$ cat config.mk
export PLATFORM = sky130hd
export DESIGN_NAME = cpu_clock_generator_control
export DESIGN_NICKNAME = d
export VERILOG_FILES = /design/src/rtl/clkgen_pkg.sv /design/src/rtl/cpu_clock_generator_control.sv /design/src/rtl/osc_edge_sync.sv
export VERILOG_INCLUDE_DIRS = /design/src /design/src/rtl
export SDC_FILE = /design/constraint.sdc
export NUM_CORES = 1
export LEC_CHECK = 0
export BUFFER_PORTS_ARGS = -buffer_cell sky130_fd_sc_hd__buf_2
export CAP_MARGIN = 0
export CORE_MARGIN = 2
export CORE_UTILIZATION = 30
export CTS_CLUSTER_DIAMETER = 50
export DETAILED_ROUTE_END_ITERATION = 10
export MAX_ROUTING_LAYER = met4
export RECOVER_POWER = 50
export SLEW_MARGIN = 20
export SYNTH_ARGS = -nofsm -noshare
export SYNTH_HDL_FRONTEND = slang
export SYNTH_HIERARCHICAL = 1
export SYNTH_SLANG_ARGS = --single-unit
$ cat constraint.sdc
create_clock -name CLK_SYS_I -period 2.35 [get_ports CLK_SYS_I]
set_input_delay 0.5875 -clock CLK_SYS_I [delete_from_list [all_inputs] [get_ports CLK_SYS_I]]
set_output_delay 0.5875 -clock CLK_SYS_I [all_outputs]
set_load 0.03 [all_outputs]
$ cat src/rtl/clkgen_cfg.svh
// constants of the cpu clock generator control: bit positions, reset values, counts
// assumes inclusion by bare name from rtl files only
`ifndef CLKGEN_CFG_SVH
`define CLKGEN_CFG_SVH

// processor clock control
`define PROC_CLK_RESET      8'h02
`define PROC_CLK_STOP_BIT   7
`define PROC_CLK_DIV_BIT    1
// suboscillator mode
`define SUBOSC_MODE_RESET   8'h00
`define SUBOSC_FRC_BIT      1
`define SUBOSC_STOP_BIT     0
// subclock select
`define SUBCLK_SEL_RESET    8'h00
`define SUBCLK_STATUS_BIT   5
`define SUBCLK_SRC_BIT      4

// divider ratios
`define MAIN_SLOW_DIV       2'h3
// switch latency in old-clock cycles
`define LAT_FAST_TO_SLOW    9'h004
`define LAT_FAST_TO_SUB     9'h132
`define LAT_SLOW_TO_SUB     9'h04D
`define LAT_OTHER           9'h002
// main oscillator stabilisation, 2**15 main periods
`define STAB_EDGES          32768

`endif

$ cat src/rtl/clkgen_pkg.sv
// types of the cpu clock generator control
// assumes clkgen_cfg.svh holds the numeric constants
package clkgen_pkg;

   typedef enum logic [1:0] {
      CK_FAST = 2'b00,
      CK_SLOW = 2'b01,
      CK_SUB  = 2'b10
   } cpu_clk_t;

   typedef enum logic [0:0] {
      SW_IDLE = 1'b0,
      SW_WAIT = 1'b1
   } sw_state_t;

endpackage

$ cat src/rtl/cpu_clock_generator_control.sv
// cpu clock generator control: source select, oscillator control, switch latency
// assumes oscillator outputs arrive as asynchronous pins; software bits as plain ports
// Contract
// - reset loads processor clock control with slow mode
// - main oscillator stopped while reset held low
// - three cpu clock choices: fast, slow, sub
// - main clock selected allows stop and halt
// - feedback resistor bit disconnects sub resistor
// - writing sub stop bit halts sub oscillator
// - source select bit picks subsystem clock
// - main stop bit halts main oscillator
// - sub clock selected: halt allowed, stop refused
// - peripheral clocks derived from main clock
// - sub clock only to timer, watch, display
// - main-clocked peripherals stop with main clock
// - cpu clock from divide and source bits
// - old clock runs on after selection change
// - switch latency 4, 306, 77 or 2 old cycles
// - 2**15 main periods wait after reset
// - execution starts at slow main clock
// - clearing main stop bit restarts main oscillator
// - encoding 00 fast, 01 div4, 1x sub/2
// - status bit shows cpu really on sub
// - main stop set only while sub selected
// - reset clears sub mode and select registers
`timescale 1ns/1ps
`default_nettype none
`include "clkgen_cfg.svh"

module cpu_clock_generator_control
   import clkgen_pkg::*;
#(
   parameter int STAB_EDGES = `STAB_EDGES
) (
   input  wire logic       CLK_SYS_I,
   input  wire logic       RST_N_I,
   input  wire logic       MAIN_OSC_CLK_I,
   input  wire logic       SUB_OSC_CLK_I,
   input  wire logic       PROC_CLK_WR_I,
   input  wire logic [7:0] PROC_CLK_WDATA_I,
   input  wire logic       SUBOSC_MODE_WR_I,
   input  wire logic [7:0] SUBOSC_MODE_WDATA_I,
   input  wire logic       SUBCLK_SEL_WR_I,
   input  wire logic [7:0] SUBCLK_SEL_WDATA_I,
   output var  logic [7:0] PROC_CLK_RDATA_O,
   output var  logic [7:0] SUBOSC_MODE_RDATA_O,
   output var  logic [7:0] SUBCLK_SEL_RDATA_O,
   output var  logic       MAIN_OSC_EN_O,
   output var  logic       SUB_OSC_EN_O,
   output var  logic       SUB_FEEDBACK_EN_O,
   output var  logic       CPU_RUN_O,
   output var  logic       CPU_TICK_O,
   output var  logic       PERIPH_TICK_O,
   output var  logic       SUB_TICK_O,
   output var  logic       STOP_ALLOWED_O,
   output var  logic       HALT_ALLOWED_O
);

   // reset release through two flip-flops
   logic rst_meta_reg;
   logic rst_n;

   always_ff @(posedge CLK_SYS_I or negedge RST_N_I) begin
      if (!RST_N_I) begin
         rst_meta_reg <= 1'b0;
         rst_n        <= 1'b0;
      end else begin
         rst_meta_reg <= 1'b1;
         rst_n        <= rst_meta_reg;
      end
   end

   logic main_edge;
   logic sub_edge;

   osc_edge_sync u_main_sync (
      .clk_i   (CLK_SYS_I),
      .rst_n_i (rst_n),
      .pin_i   (MAIN_OSC_CLK_I),
      .rise_o  (main_edge)
   );

   osc_edge_sync u_sub_sync (
      .clk_i   (CLK_SYS_I),
      .rst_n_i (rst_n),
      .pin_i   (SUB_OSC_CLK_I),
      .rise_o  (sub_edge)
   );

   // software visible bits
   logic      main_stop_reg, main_stop_next;
   logic      div_sel_reg, div_sel_next;
   logic      fr_off_reg, fr_off_next;
   logic      sub_stop_reg, sub_stop_next;
   logic      src_sel_reg, src_sel_next;
   // clock state
   cpu_clk_t  cur_clk_reg, cur_clk_next;
   cpu_clk_t  tgt_clk;
   sw_state_t sw_state_reg, sw_state_next;
   logic [8:0]  sw_cnt_reg, sw_cnt_next;
   logic [1:0]  mdiv_reg, mdiv_next;
   logic        sdiv_reg, sdiv_next;
   logic [15:0] stab_cnt_reg, stab_cnt_next;
   logic        stab_done_reg, stab_done_next;
   logic        main_en_reg, main_en_next;
   logic        sub_en_reg, sub_en_next;
   logic        cpu_tick_reg, cpu_tick_next;
   logic        periph_tick_reg, periph_tick_next;
   logic        sub_tick_reg, sub_tick_next;
   logic        stop_ok_reg, stop_ok_next;
   logic        old_tick;
   logic        skip_reg, skip_next;

   // selection decode
   always_comb begin
      if (src_sel_reg) begin
         tgt_clk = CK_SUB;
      end else if (div_sel_reg) begin
         tgt_clk = CK_SLOW;
      end else begin
         tgt_clk = CK_FAST;
      end
   end

   // one pulse per cpu clock period of the clock now in use
   always_comb begin
      case (cur_clk_reg)
         CK_FAST: old_tick = main_edge && !skip_reg;
         CK_SLOW: old_tick = main_edge && (mdiv_reg == `MAIN_SLOW_DIV);
         CK_SUB:  old_tick = sub_edge && sdiv_reg;
         default: old_tick = 1'b0;
      endcase
   end

   always_comb begin
      main_stop_next   = main_stop_reg;
      div_sel_next     = div_sel_reg;
      fr_off_next      = fr_off_reg;
      sub_stop_next    = sub_stop_reg;
      src_sel_next     = src_sel_reg;
      cur_clk_next     = cur_clk_reg;
      sw_state_next    = sw_state_reg;
      sw_cnt_next      = sw_cnt_reg;
      mdiv_next        = main_edge ? mdiv_reg + 2'h1 : mdiv_reg;
      sdiv_next        = sub_edge ? !sdiv_reg : sdiv_reg;
      skip_next        = skip_reg && !main_edge;
      stab_cnt_next    = stab_cnt_reg;
      stab_done_next   = stab_done_reg;
      if (PROC_CLK_WR_I) begin
         div_sel_next = PROC_CLK_WDATA_I[`PROC_CLK_DIV_BIT];
         if (!PROC_CLK_WDATA_I[`PROC_CLK_STOP_BIT]) begin
            main_stop_next = 1'b0;
         end else if (cur_clk_reg == CK_SUB) begin
            main_stop_next = 1'b1;
         end
      end
      if (SUBOSC_MODE_WR_I) begin
         fr_off_next   = SUBOSC_MODE_WDATA_I[`SUBOSC_FRC_BIT];
         sub_stop_next = SUBOSC_MODE_WDATA_I[`SUBOSC_STOP_BIT];
      end
      if (SUBCLK_SEL_WR_I) begin
         src_sel_next = SUBCLK_SEL_WDATA_I[`SUBCLK_SRC_BIT];
      end
      // stabilisation wait counts main periods after release
      if (!stab_done_reg && main_edge) begin
         if (stab_cnt_reg == 16'(STAB_EDGES - 1)) begin
            stab_done_next = 1'b1;
         end else begin
            stab_cnt_next = stab_cnt_reg + 16'h0001;
         end
      end
      // switch only at an old-clock period boundary
      case (sw_state_reg)
         SW_IDLE: begin
            if (tgt_clk != cur_clk_reg) begin
               sw_state_next = SW_WAIT;
               if (cur_clk_reg == CK_FAST && tgt_clk == CK_SLOW) begin
                  sw_cnt_next = `LAT_FAST_TO_SLOW;
               end else if (cur_clk_reg == CK_FAST && tgt_clk == CK_SUB) begin
                  sw_cnt_next = `LAT_FAST_TO_SUB;
               end else if (cur_clk_reg == CK_SLOW && tgt_clk == CK_SUB) begin
                  sw_cnt_next = `LAT_SLOW_TO_SUB;
               end else begin
                  sw_cnt_next = `LAT_OTHER;
               end
            end
         end
         SW_WAIT: begin
            if (old_tick) begin
               if (sw_cnt_reg <= 9'h001) begin
                  cur_clk_next  = tgt_clk;
                  // new clock starts with a full period
                  skip_next     = 1'b1;
                  mdiv_next     = 2'h0;
                  sdiv_next     = 1'b0;
                  sw_state_next = SW_IDLE;
                  sw_cnt_next   = 9'h000;
               end else begin
                  sw_cnt_next = sw_cnt_reg - 9'h001;
               end
            end
         end
         default: begin
            sw_state_next = SW_IDLE;
         end
      endcase
      main_en_next     = !main_stop_next;
      sub_en_next      = !sub_stop_reg;
      cpu_tick_next    = stab_done_reg && old_tick;
      periph_tick_next = main_edge && main_en_reg;
      sub_tick_next    = sub_edge && sub_en_reg;
      stop_ok_next     = stab_done_next && (cur_clk_next != CK_SUB);
   end

   always_ff @(posedge CLK_SYS_I or negedge rst_n) begin
      if (!rst_n) begin
         main_stop_reg   <= 1'(`PROC_CLK_RESET >> `PROC_CLK_STOP_BIT);
         div_sel_reg     <= 1'(`PROC_CLK_RESET >> `PROC_CLK_DIV_BIT);
         fr_off_reg      <= 1'(`SUBOSC_MODE_RESET >> `SUBOSC_FRC_BIT);
         sub_stop_reg    <= 1'(`SUBOSC_MODE_RESET >> `SUBOSC_STOP_BIT);
         src_sel_reg     <= 1'(`SUBCLK_SEL_RESET >> `SUBCLK_SRC_BIT);
         cur_clk_reg     <= CK_SLOW;
         sw_state_reg    <= SW_IDLE;
         sw_cnt_reg      <= 9'h000;
         mdiv_reg        <= 2'h0;
         sdiv_reg        <= 1'b0;
         stab_cnt_reg    <= 16'h0000;
         stab_done_reg   <= 1'b0;
         main_en_reg     <= 1'b0;
         sub_en_reg      <= 1'b0;
         cpu_tick_reg    <= 1'b0;
         periph_tick_reg <= 1'b0;
         sub_tick_reg    <= 1'b0;
         stop_ok_reg     <= 1'b0;
         skip_reg        <= 1'b0;
      end else begin
         main_stop_reg   <= main_stop_next;
         div_sel_reg     <= div_sel_next;
         fr_off_reg      <= fr_off_next;
         sub_stop_reg    <= sub_stop_next;
         src_sel_reg     <= src_sel_next;
         cur_clk_reg     <= cur_clk_next;
         sw_state_reg    <= sw_state_next;
         sw_cnt_reg      <= sw_cnt_next;
         mdiv_reg        <= mdiv_next;
         sdiv_reg        <= sdiv_next;
         stab_cnt_reg    <= stab_cnt_next;
         stab_done_reg   <= stab_done_next;
         main_en_reg     <= main_en_next;
         sub_en_reg      <= sub_en_next;
         cpu_tick_reg    <= cpu_tick_next;
         periph_tick_reg <= periph_tick_next;
         sub_tick_reg    <= sub_tick_next;
         stop_ok_reg     <= stop_ok_next;
         skip_reg        <= skip_next;
      end
   end

   // read back; fixed bits read zero
   always_comb begin
      PROC_CLK_RDATA_O = 8'h00;
      PROC_CLK_RDATA_O[`PROC_CLK_STOP_BIT] = main_stop_reg;
      PROC_CLK_RDATA_O[`PROC_CLK_DIV_BIT]  = div_sel_reg;
      SUBOSC_MODE_RDATA_O = 8'h00;
      SUBOSC_MODE_RDATA_O[`SUBOSC_FRC_BIT]  = fr_off_reg;
      SUBOSC_MODE_RDATA_O[`SUBOSC_STOP_BIT] = sub_stop_reg;
      SUBCLK_SEL_RDATA_O = 8'h00;
      SUBCLK_SEL_RDATA_O[`SUBCLK_STATUS_BIT] = (cur_clk_reg == CK_SUB);
      SUBCLK_SEL_RDATA_O[`SUBCLK_SRC_BIT]    = src_sel_reg;
   end

   assign MAIN_OSC_EN_O     = main_en_reg;
   assign SUB_OSC_EN_O      = sub_en_reg;
   assign SUB_FEEDBACK_EN_O = !fr_off_reg;
   assign CPU_RUN_O         = stab_done_reg;
   assign CPU_TICK_O        = cpu_tick_reg;
   assign PERIPH_TICK_O     = periph_tick_reg;
   assign SUB_TICK_O        = sub_tick_reg;
   assign STOP_ALLOWED_O    = stop_ok_reg;
   assign HALT_ALLOWED_O    = stab_done_reg;
endmodule

`default_nettype wire

$ cat src/rtl/osc_edge_sync.sv
// oscillator pin synchroniser with rising edge pulse
// assumes pin is asynchronous to clk_i and much slower than it
`timescale 1ns/1ps
`default_nettype none

module osc_edge_sync (
   input  wire logic clk_i,
   input  wire logic rst_n_i,
   input  wire logic pin_i,
   output var  logic rise_o
);

   logic s1_reg;
   logic s2_reg;
   logic s3_reg;
   logic lvl_reg;
   logic lvl_next;
   logic rise_reg;
   logic rise_next;

   // level changes only once stages two and three agree
   always_comb begin
      lvl_next  = (s2_reg == s3_reg) ? s3_reg : lvl_reg;
      rise_next = (s2_reg == s3_reg) && s3_reg && !lvl_reg;
   end

   always_ff @(posedge clk_i or negedge rst_n_i) begin
      if (!rst_n_i) begin
         s1_reg   <= 1'b0;
         s2_reg   <= 1'b0;
         s3_reg   <= 1'b0;
         lvl_reg  <= 1'b0;
         rise_reg <= 1'b0;
      end else begin
         s1_reg   <= pin_i;
         s2_reg   <= s1_reg;
         s3_reg   <= s2_reg;
         lvl_reg  <= lvl_next;
         rise_reg <= rise_next;
      end
   end

   assign rise_o = rise_reg;

endmodule

`default_nettype wire

==> Flow_metrics.wiki, run 1 <==
{| class="wikitable"
! Metric !! Value
|-
| Number of input and output port buffers inserted || 26
|-
| Type of the setup path with the least slack || reg -> out
|-
| Worst vdd rail ir drop || around 0.00044 V
|-
| Crit path time final || 2.06 ns
|-
| Placed instance count || between 400 and 500
|-
| FP Rows || 35
|-
| Sort of element at the start of the critical path || flop
|-
| Slowest cell on crit path || dfrtp_1
|-
| Via total after detailed routing || 2026
|-
| Crit-path max cell delay || 0.60 ns
|-
| Global router's overall resource usage || between 10% and 20%
|-
| Antenna viol nets, final || 0
|-
| Pin count of the biggest net entering global routing || 47
|-
| Number of global-route vias before repair || around 1800
|-
| Area enclosed by the die boundary || about 0.010 mm²
|-
| DRC marker count from the first detailed-route iteration || roughly 160
|-
| Wire length of the first global-routing pass || 8910 µm
|-
| Final sum of negative setup slack || 0 ns
|-
| Final standard cell count with taps included and fillers excluded || ~430
|-
| Final routed wire length divided by cell count || between 10 and 15 µm
|-
| Proportion of power drawn by the clock network || 27.4%
|-
| Distinct cell type count of the synthesized netlist || 62
|-
| Critical path capture point type || primary output
|-
| CTS Buf Count || 5
|-
| Sequential Power Share || between 50% and 60%
|-
| Max-cap violations || 1
|-
| Static Leak || 1.46 nW
|-
| Switching power as a share of total power || about 30%
|-
| EDFF count, synth || 0
|-
| Yosys top cell area share || a little under half
|-
| Core Util, Final || between 30% and 40%
|-
| Largest cells by area after synthesis || dfrtp_1 (47%), buf_4 (6.3%), xor2_1 (3.7%)
|-
| Worst min-delay path category || in -> async
|-
| Share of cells above drive strength 1 || a little under a fifth
|-
| Combined area of all synthesized cells || 0.00286 mm²
|-
| First-pass DRT Iterations || 4
|-
| Most frequent cells after synthesis || dfrtp_1 (54), buf_4 (24), nand2_1 (14), inv_1 (13)
|-
| Clk Tree Root Cell || clkbuf_8
|-
| Clock-pin slew on the worst setup and hold paths || roughly 0.10 ns
|-
| Cells resized by post-CTS repair || 0
|-
| Maximum level of the CTS H-tree || 2
|-
| Boundary pin count || between 60 and 70
|-
| Max frequency || 485 MHz
|-
| Cell type with the largest total area after synthesis || dfrtp_1
|-
| Combinational fraction of design power || between 10% and 20%
|-
| Final worst clock skew || ~0.0044 ns
|-
| Switching power total || 598 µW
|-
| Final instance area || ~0.0031 mm²
|-
| Buffers from clock root to sink, at most || 2
|-
| Number of fillers in the final layout || ~930
|-
| Inserted Diodes || 0
|-
| Number of storage elements in the synthesis netlist || 56
|-
| Slew Limit Headroom || -17.7%
|-
| Setup repair after global routing missed its margin || false
|-
| Cell Area, Placed || roughly 0.003 mm²
|-
| DPL Wire Length || approximately 3800 µm
|-
| Post-CTS Hold Fix Bufs || 0
|-
| PD cells || approximately 640 mW/mm²
|-
| Transition time of the tightest slew-check pin || approximately 1.8 ns
|-
| Setup repair bufs after CTS || 0
|-
| Starting density of the core || a little under a third
|-
| Die outline height || about 100 µm
|-
| Violations in the final reports || max-capacitance violations, max-slew violations
|-
| TritonCTS clock tree || yes
|-
| Mean cell area of the mapped netlist || 10.5 µm²
|-
| Die W || roughly 100 µm
|-
| Final max-slew violation count || 47
|-
| Total count of hold-check failures in the final report || 0
|-
| Result of the run || finished, violations left
|-
| Number of vias per cell after detailed routing || 4.76
|-
| Max FO, Critical Path || 16
|-
| Most used flip-flop cell after synthesis || dfrtp_1
|-
| Number of setup violations in the final report || 0
|-
| Max FFs per register || 16
|-
| Routability cong. || approximately 0.85
|-
| Net count of the finished layout || ~330
|-
| Share of the yosys chip area belonging to registers || 49.2%
|-
| Arrival time at the worst endpoint || 1.48 ns
|-
| Crit path required time || 1.76 ns
|-
| Number of antenna violations at the first check in global routing || 0
|-
| Residual overflow from global routing || 0
|-
| Fraction of registers with async set or reset after synthesis || between 90% and 100%
|-
| Warning count from the yosys run || 6
|-
| Core area || ~0.0092 mm²
|-
| Routed wire length || approximately 5200 µm
|-
| Chain of cells forming the critical path || nor2b_1 -> buf_2
|-
| Clk_lat worst skew || ~0.31 ns
|-
| CTS Sinks || 56
|-
| Cell internal power dissipation || around 1.4 mW
|-
| Post-route clock period utilization || 87.8%
|-
| Layout Area Growth over Synthesis || 9.99%
|-
| Most frequent cell after synthesis || dfrtp_1
|-
| Post-synthesis cell count || ~270
|-
| Post-route DRC || 0
|}
through the flow:
step | power [mW] | hold WS [ns] | setup WS [ns]
floorplan | 1.43 | 0.292 | 0.598
global placement | 1.46 | 0.338 | 0.395
detailed placement | 1.48 | 0.339 | 0.370
CTS | 2.03 | 0.0241 | 0.272
global route | 2.12 | 0.0281 | 0.115
finish | 2.00 | 0.0386 | 0.287
final cells by class:
class / instances / area (µm²) / area share, %
clock buffers: 5 / 68.8 / 2.19
clock inverters: 3 / 25.0 / 0.797
inverters: 13 / 48.8 / 1.55
multi-input cells: 188 / 1260 / 40.1
flip-flops and latches: 56 / 1400 / 44.7
well taps: 129 / 161 / 5.14
repair buffers: 32 / 174 / 5.54
worst max-delay path, delay by kind of cell, from the launching register on:
| family | cells | cell delay, ns |
|---|---|---|
| buf+inv | 1 | 0.25 |
| simple gates | 1 | 0.31 |
| flops | 1 | 0.60 |
per-layer routing:
layer  wire (µm)  GRT usage [%]  up-vias  share of wire (%)
met4          61           3.12        0                1.2
met5           0              -        -                  0
li1            -              -      989                  -
met1        2550           15.6      966                 49
met2        2330           16.3       66                 45
met3         293           2.14        5                5.6
cell usage in the layout (no fill, tap or decap), types with 3 or more instances in the layout:
cell type	instances
nand2_1	14
conb_1	19
nand4_1	6
buf_2	25
o311ai_0	3
a21oi_1	8
nor2b_1	4
nor4_1	4
o21ai_0	9
ha_1	7
or2_2	3
xor2_1	12
and2_1	6
buf_4	6
inv_1	13
nor3_1	6
mux2_2	3
clkbuf_8	5
nor2_1	11
xnor2_1	3
a211oi_1	4
dfrtp_1	54
nand3_1	12
kinds of logic (layout without fill, tap and decap cells):
| logic type | count (synthesis) | count (layout) | share of synthesized area (%) |
|---|---|---|---|
| xor gates and xnor gates | 15 | 15 | 4.60 |
| buffers and inverters | 44 | 53 | 8.98 |
| and+or+nand+nor | 88 | 88 | 17.8 |
| AOI/OAI and AO/OA | 53 | 53 | 13.5 |
| other | 2 | 19 | 0.263 |
| muxes | 6 | 6 | 2.59 |
| adders and majority gates | 7 | 7 | 3.07 |
| DFF | 56 | 56 | 49.2 |
path summary, 6_finish.rpt:
path	startpoint	end	slack [ns]	depth (start not counted)
max reg2reg	cur_clk_reg[1]	sw_cnt_reg[2]	0.35	4
max in group asynchronous	rst_n	sw_state_reg	0.59	0
min in group CLK_SYS_I	u_main_sync/s1_reg	u_main_sync/s2_reg	0.36	0
min reg2reg	u_main_sync/s1_reg	u_main_sync/s2_reg	0.36	0
max	cur_clk_reg[1]	SUBCLK_SEL_RDATA_O[5]	0.29	2
min	RST_N_I	rst_meta_reg	0.04	1
power by group through the flow:
stage,registers (mW),clock network (mW),logic [mW]
final,1.17,0.548,0.287
after global routing,1.19,0.607,0.327
after CTS,1.17,0.569,0.290
after detailed placement,1.19,0,0.287
after global placement,1.18,0,0.280
after floorplan,1.17,0,0.260
Note: power is estimated with default switching activity, not from simulation.
==> run 2, diff against run 1 <==
- ABC_AREA: default -> 1
- GPL_ROUTABILITY_DRIVEN: default -> 0
- clock period: 2.35 -> 2.03 ns (I/O delays scaled with it)
==> run 2 against run 1 <==
The run now ends clean. Clock-buffer cell count up 1. Highest routed layer unchanged. Setup slack better by 0.044 ns. First-iteration DRC count down 50%. Die area up 0.85%. Worst hold slack better by 0.26 ns. Critical path depth up 1. Combinational power up 120%. Synthesized cell count up 22%. Final cell count up 14%. Non-clock buffer count down 3. Largest cell class unchanged. Critical path type unchanged. Critical endpoint unchanged.
==> Flow_metrics.wiki, run 2 <==
{| class="wikitable"
! Metric !! Value
|-
| WHS Path Cells || 1
|-
| Clk Tree Root Cell || clkbuf_8
|-
| R2R cell count || 9 (+5)
|-
| Crit-path max cell delay || 0.45 ns (-0.15 ns)
|-
| Buffers from clock root to sink, at most || 2 (unchanged)
|-
| Chain of cells forming the critical path || inv_2 -> nor2_2 -> buf_2
|-
| Starting density of the core || 31.0% (+0.12 points)
|-
| CTS Buf Count || 5 (unchanged)
|-
| CTS Sinks || 56 (unchanged)
|-
| Global Route met2 Usage || 17.6% (+1.2 points)
|-
| Grt met1 use || 14.0% (-1.6 points)
|-
| Critical path capture point type || primary output
|-
| Max FFs per register || 16 (unchanged)
|-
| Pin count of the biggest net entering global routing || 28 (-40%)
|-
| Die outline height || 102 µm (+0.42%)
|-
| Most utilized layer in the global route result || met2
|-
| Most common cell after layout, fill and taps aside || nand2_1
|-
| Share of cells above drive strength 1 || 17.0% (-1.1 points)
|-
| Total count of hold-check failures in the final report || 0 (unchanged)
|-
| Clock-pin slew on the worst setup and hold paths || 0.10 ns (about the same)
|-
| Yosys top cell area share || 46.9% (-0.41 points)
|-
| Sort of element at the start of the critical path || flop
|-
| Cell type with the largest total area after synthesis || dfrtp_1
|-
| Setup repair after global routing missed its margin || false
|-
| Number of setup violations in the final report || 0 (unchanged)
|-
| Warning count from the yosys run || 6 (unchanged)
|-
| Placed instance count || 478 (+14%)
|-
| Transition time of the tightest slew-check pin || 1.09 ns (-0.676 ns)
|-
| Clk_lat worst skew || 0.31 ns (about the same)
|-
| Global router's overall resource usage || 11.1% (-0.051 points)
|-
| DPL Wire Length || 3840 µm (+1.8%)
|-
| Share of the yosys chip area belonging to registers || 48.7% (-0.43 points)
|-
| Post-synthesis cell count || 330 (+22%)
|-
| FP Rows || 35 (unchanged)
|-
| Worst vdd rail ir drop || 0.000394 V (-11%)
|-
| Residual overflow from global routing || 0 (unchanged)
|-
| TritonCTS clock tree || yes
|-
| Slowest cell on crit path || dfrtp_1
|-
| Number of global-route vias before repair || 1995 (+9.1%)
|-
| Antenna viol nets, final || 0 (unchanged)
|-
| Result of the run || finished clean
|-
| Die W || 102 µm (+0.42%)
|-
| Setup repair bufs after CTS || 0 (unchanged)
|-
| Number of buffer and inverter stages on the critical path || 2 (+1)
|-
| Distinct cell type count of the synthesized netlist || 35 (-44%)
|-
| Number of fillers in the final layout || 993 (+7.1%)
|-
| Worst min-delay path category || in -> reg
|-
| Register cell area after layout || 0.00140 mm² (unchanged)
|-
| Area enclosed by the die boundary || 0.0104 mm² (+0.85%)
|-
| Arrival time at the worst endpoint || 1.19 ns (-0.29 ns)
|-
| Number of antenna violations at the first check in global routing || 0 (unchanged)
|-
| Number of input and output port buffers inserted || 26 (unchanged)
|-
| Net count of the finished layout || 395 (+18%)
|-
| Crit path required time || 1.52 ns (-0.24 ns)
|-
| Max frequency || just under 600 MHz
|-
| Routed wire length || 5020 µm (-4.2%)
|-
| Boundary pin count || 64 (unchanged)
|-
| Final standard cell count with taps included and fillers excluded || 487 (+14%)
|-
| Mean cell area of the mapped netlist || 8.73 µm² (-17%)
|-
| Met3 routing resource usage after global routing || 2.39% (+0.25 points)
|-
| Final worst clock skew || 0.00504 ns (+0.000675 ns)
|-
| Number of vias per cell after detailed routing || 4.29 (-9.8%)
|-
| Combined area of all synthesized cells || 0.00288 mm² (+0.88%)
|-
| Area of the multi-input gates || 0.00116 mm² (-7.8%)
|-
| Max-cap violations || 0 (-1)
|-
| Cell count along the critical path || 3 (+1)
|-
| Kind of cell adding the most delay to the critical path || flip-flops
|-
| First-pass DRT Iterations || 4 (unchanged)
|-
| Maximum level of the CTS H-tree || 2 (unchanged)
|-
| Slew Limit Headroom || 27.3% (+45 points)
|-
| Most used flip-flop cell after synthesis || dfrtp_1
|-
| Total chip power || 2.83 mW (+41%)
|-
| Fraction of registers with async set or reset after synthesis || 100% (unchanged)
|-
| EDFF count, synth || 0 (unchanged)
|-
| Layout Area Growth over Synthesis || 10.2%
|-
| DRC marker count from the first detailed-route iteration || 79 (-50%)
|-
| Number of storage elements in the synthesis netlist || 56 (unchanged)
|-
| Most frequent cell after synthesis || nand2_1
|-
| Largest cells by area after synthesis || dfrtp_1 (47%), nand2_1 (8.5%), buf_4 (6.3%)
|-
| Most frequent cells after synthesis || nand2_1 (65), dfrtp_1 (54), nor2_1 (41), inv_1 (39), buf_4 (24)
|-
| Inserted Diodes || 0 (unchanged)
|-
| Via total after detailed routing || 2088 (+3.1%)
|-
| PD cells || 892 mW/mm² (+40%)
|-
| Core area || 0.00928 mm² (+0.47%)
|-
| Final sum of negative setup slack || 0 ns (unchanged)
|-
| Type of the setup path with the least slack || reg -> out
|-
| Max FO, Critical Path || 5 (-11)
|-
| Final routed wire length divided by cell count || 10.3 µm (-16%)
|-
| Post-route clock period utilization || 83.7%
|-
| Wire length of the first global-routing pass || 8890 µm (-0.22%)
|-
| Static Leak || 1.55 nW (+6.1%)
|-
| Final max-slew violation count || 0 (-100%)
|-
| Post-route DRC || 0 (unchanged)
|-
| Crit path time final || 1.70 ns
|-
| Most used cells in the layout excluding fill and tap cells || nand2_1 (65), dfrtp_1 (54), nor2_1 (41), inv_1 (39), buf_2 (25)
|}
-- run 2: cell families (layout without fill, tap and decap cells) --
group / count (synthesis) / count (layout) / synth area share (%)
AO/OA/AOI/OAI: 34 / 34 / 7.38
AND/OR/NAND/NOR: 141 / 141 / 22.2
flip-flops: 56 / 56 / 48.7
adder cells (fa/ha/maj): 7 / 7 / 3.04
other: 2 / 19 / 0.261
XOR/XNOR: 16 / 16 / 4.87
multiplexers: 1 / 1 / 0.391
buffers and inverters: 73 / 84 / 13.2
-- run 2: worst reg2reg max path, cell delays in order (launching register included) --
cell	delay, ns
dfrtp_1	0.41
ha_1	0.22
nand3_1	0.12
nor2_1	0.07
nand3_1	0.11
nand2_2	0.18
nor2_1	0.24
nand2_1	0.08
nand2_1	0.06
nand2_1	0.04
-- run 2: layout make-up --
class                      instances  share of cell area [%]
clock inverter                     2                    1.22
sequential                        56                    44.2
clock buffer                       6                    2.60
multi-input combinational        218                    36.6
tap                              129                    5.09
inverter                          47                    5.56
timing repair buffer              29                    4.69
-- run 2: stage by stage --
step	instance area (µm²)	hold slack, ns	utilization [%]	worst slack (ns)
after floorplan	2940	0.212	-	0.359
after global placement	3050	0.292	32.8	0.398
after detailed placement	3050	0.294	32.8	0.393
after CTS	3180	0.286	34.3	0.328
after global routing	3170	0.278	34.2	0.159
final	3170	0.299	34.2	0.331
-- run 2: where the power goes --
group          switching [mW]  internal [mW]  total (mW)
sequential              0.138           1.29        1.43
combinational           0.403          0.233       0.636
clock                   0.365          0.404       0.769
total                   0.906           1.93        2.83
-- run 2: path summary, 6_finish.rpt --
path / startpoint / to / slack, ns
worst max-delay path: cur_clk_reg[1] / SUBCLK_SEL_RDATA_O[5] / 0.33
worst min-delay path: MAIN_OSC_CLK_I / u_main_sync/s1_reg / 0.30
worst max register to register: stab_cnt_reg[0] / stab_cnt_reg[8] / 0.39
worst min register to register: u_main_sync/s1_reg / u_main_sync/s2_reg / 0.36
max in group asynchronous: rst_n / cur_clk_reg[0] / 0.56
min in group asynchronous: rst_n / stab_cnt_reg[7] / 0.46
-- run 2: repair_timing --
action                                 4_1_cts  5_1_grt
endpoints found under the hold margin        2        0
hold buffers                                 1        0
gates resized for setup                      0        0
-- run 2: metal layers --
layer | part of all wire (%) | wire (µm)
met1 | 48 | 2400
met2 | 47 | 2350
met3 | 4.1 | 205
met4 | 1.3 | 65
met5 | 0 | 0
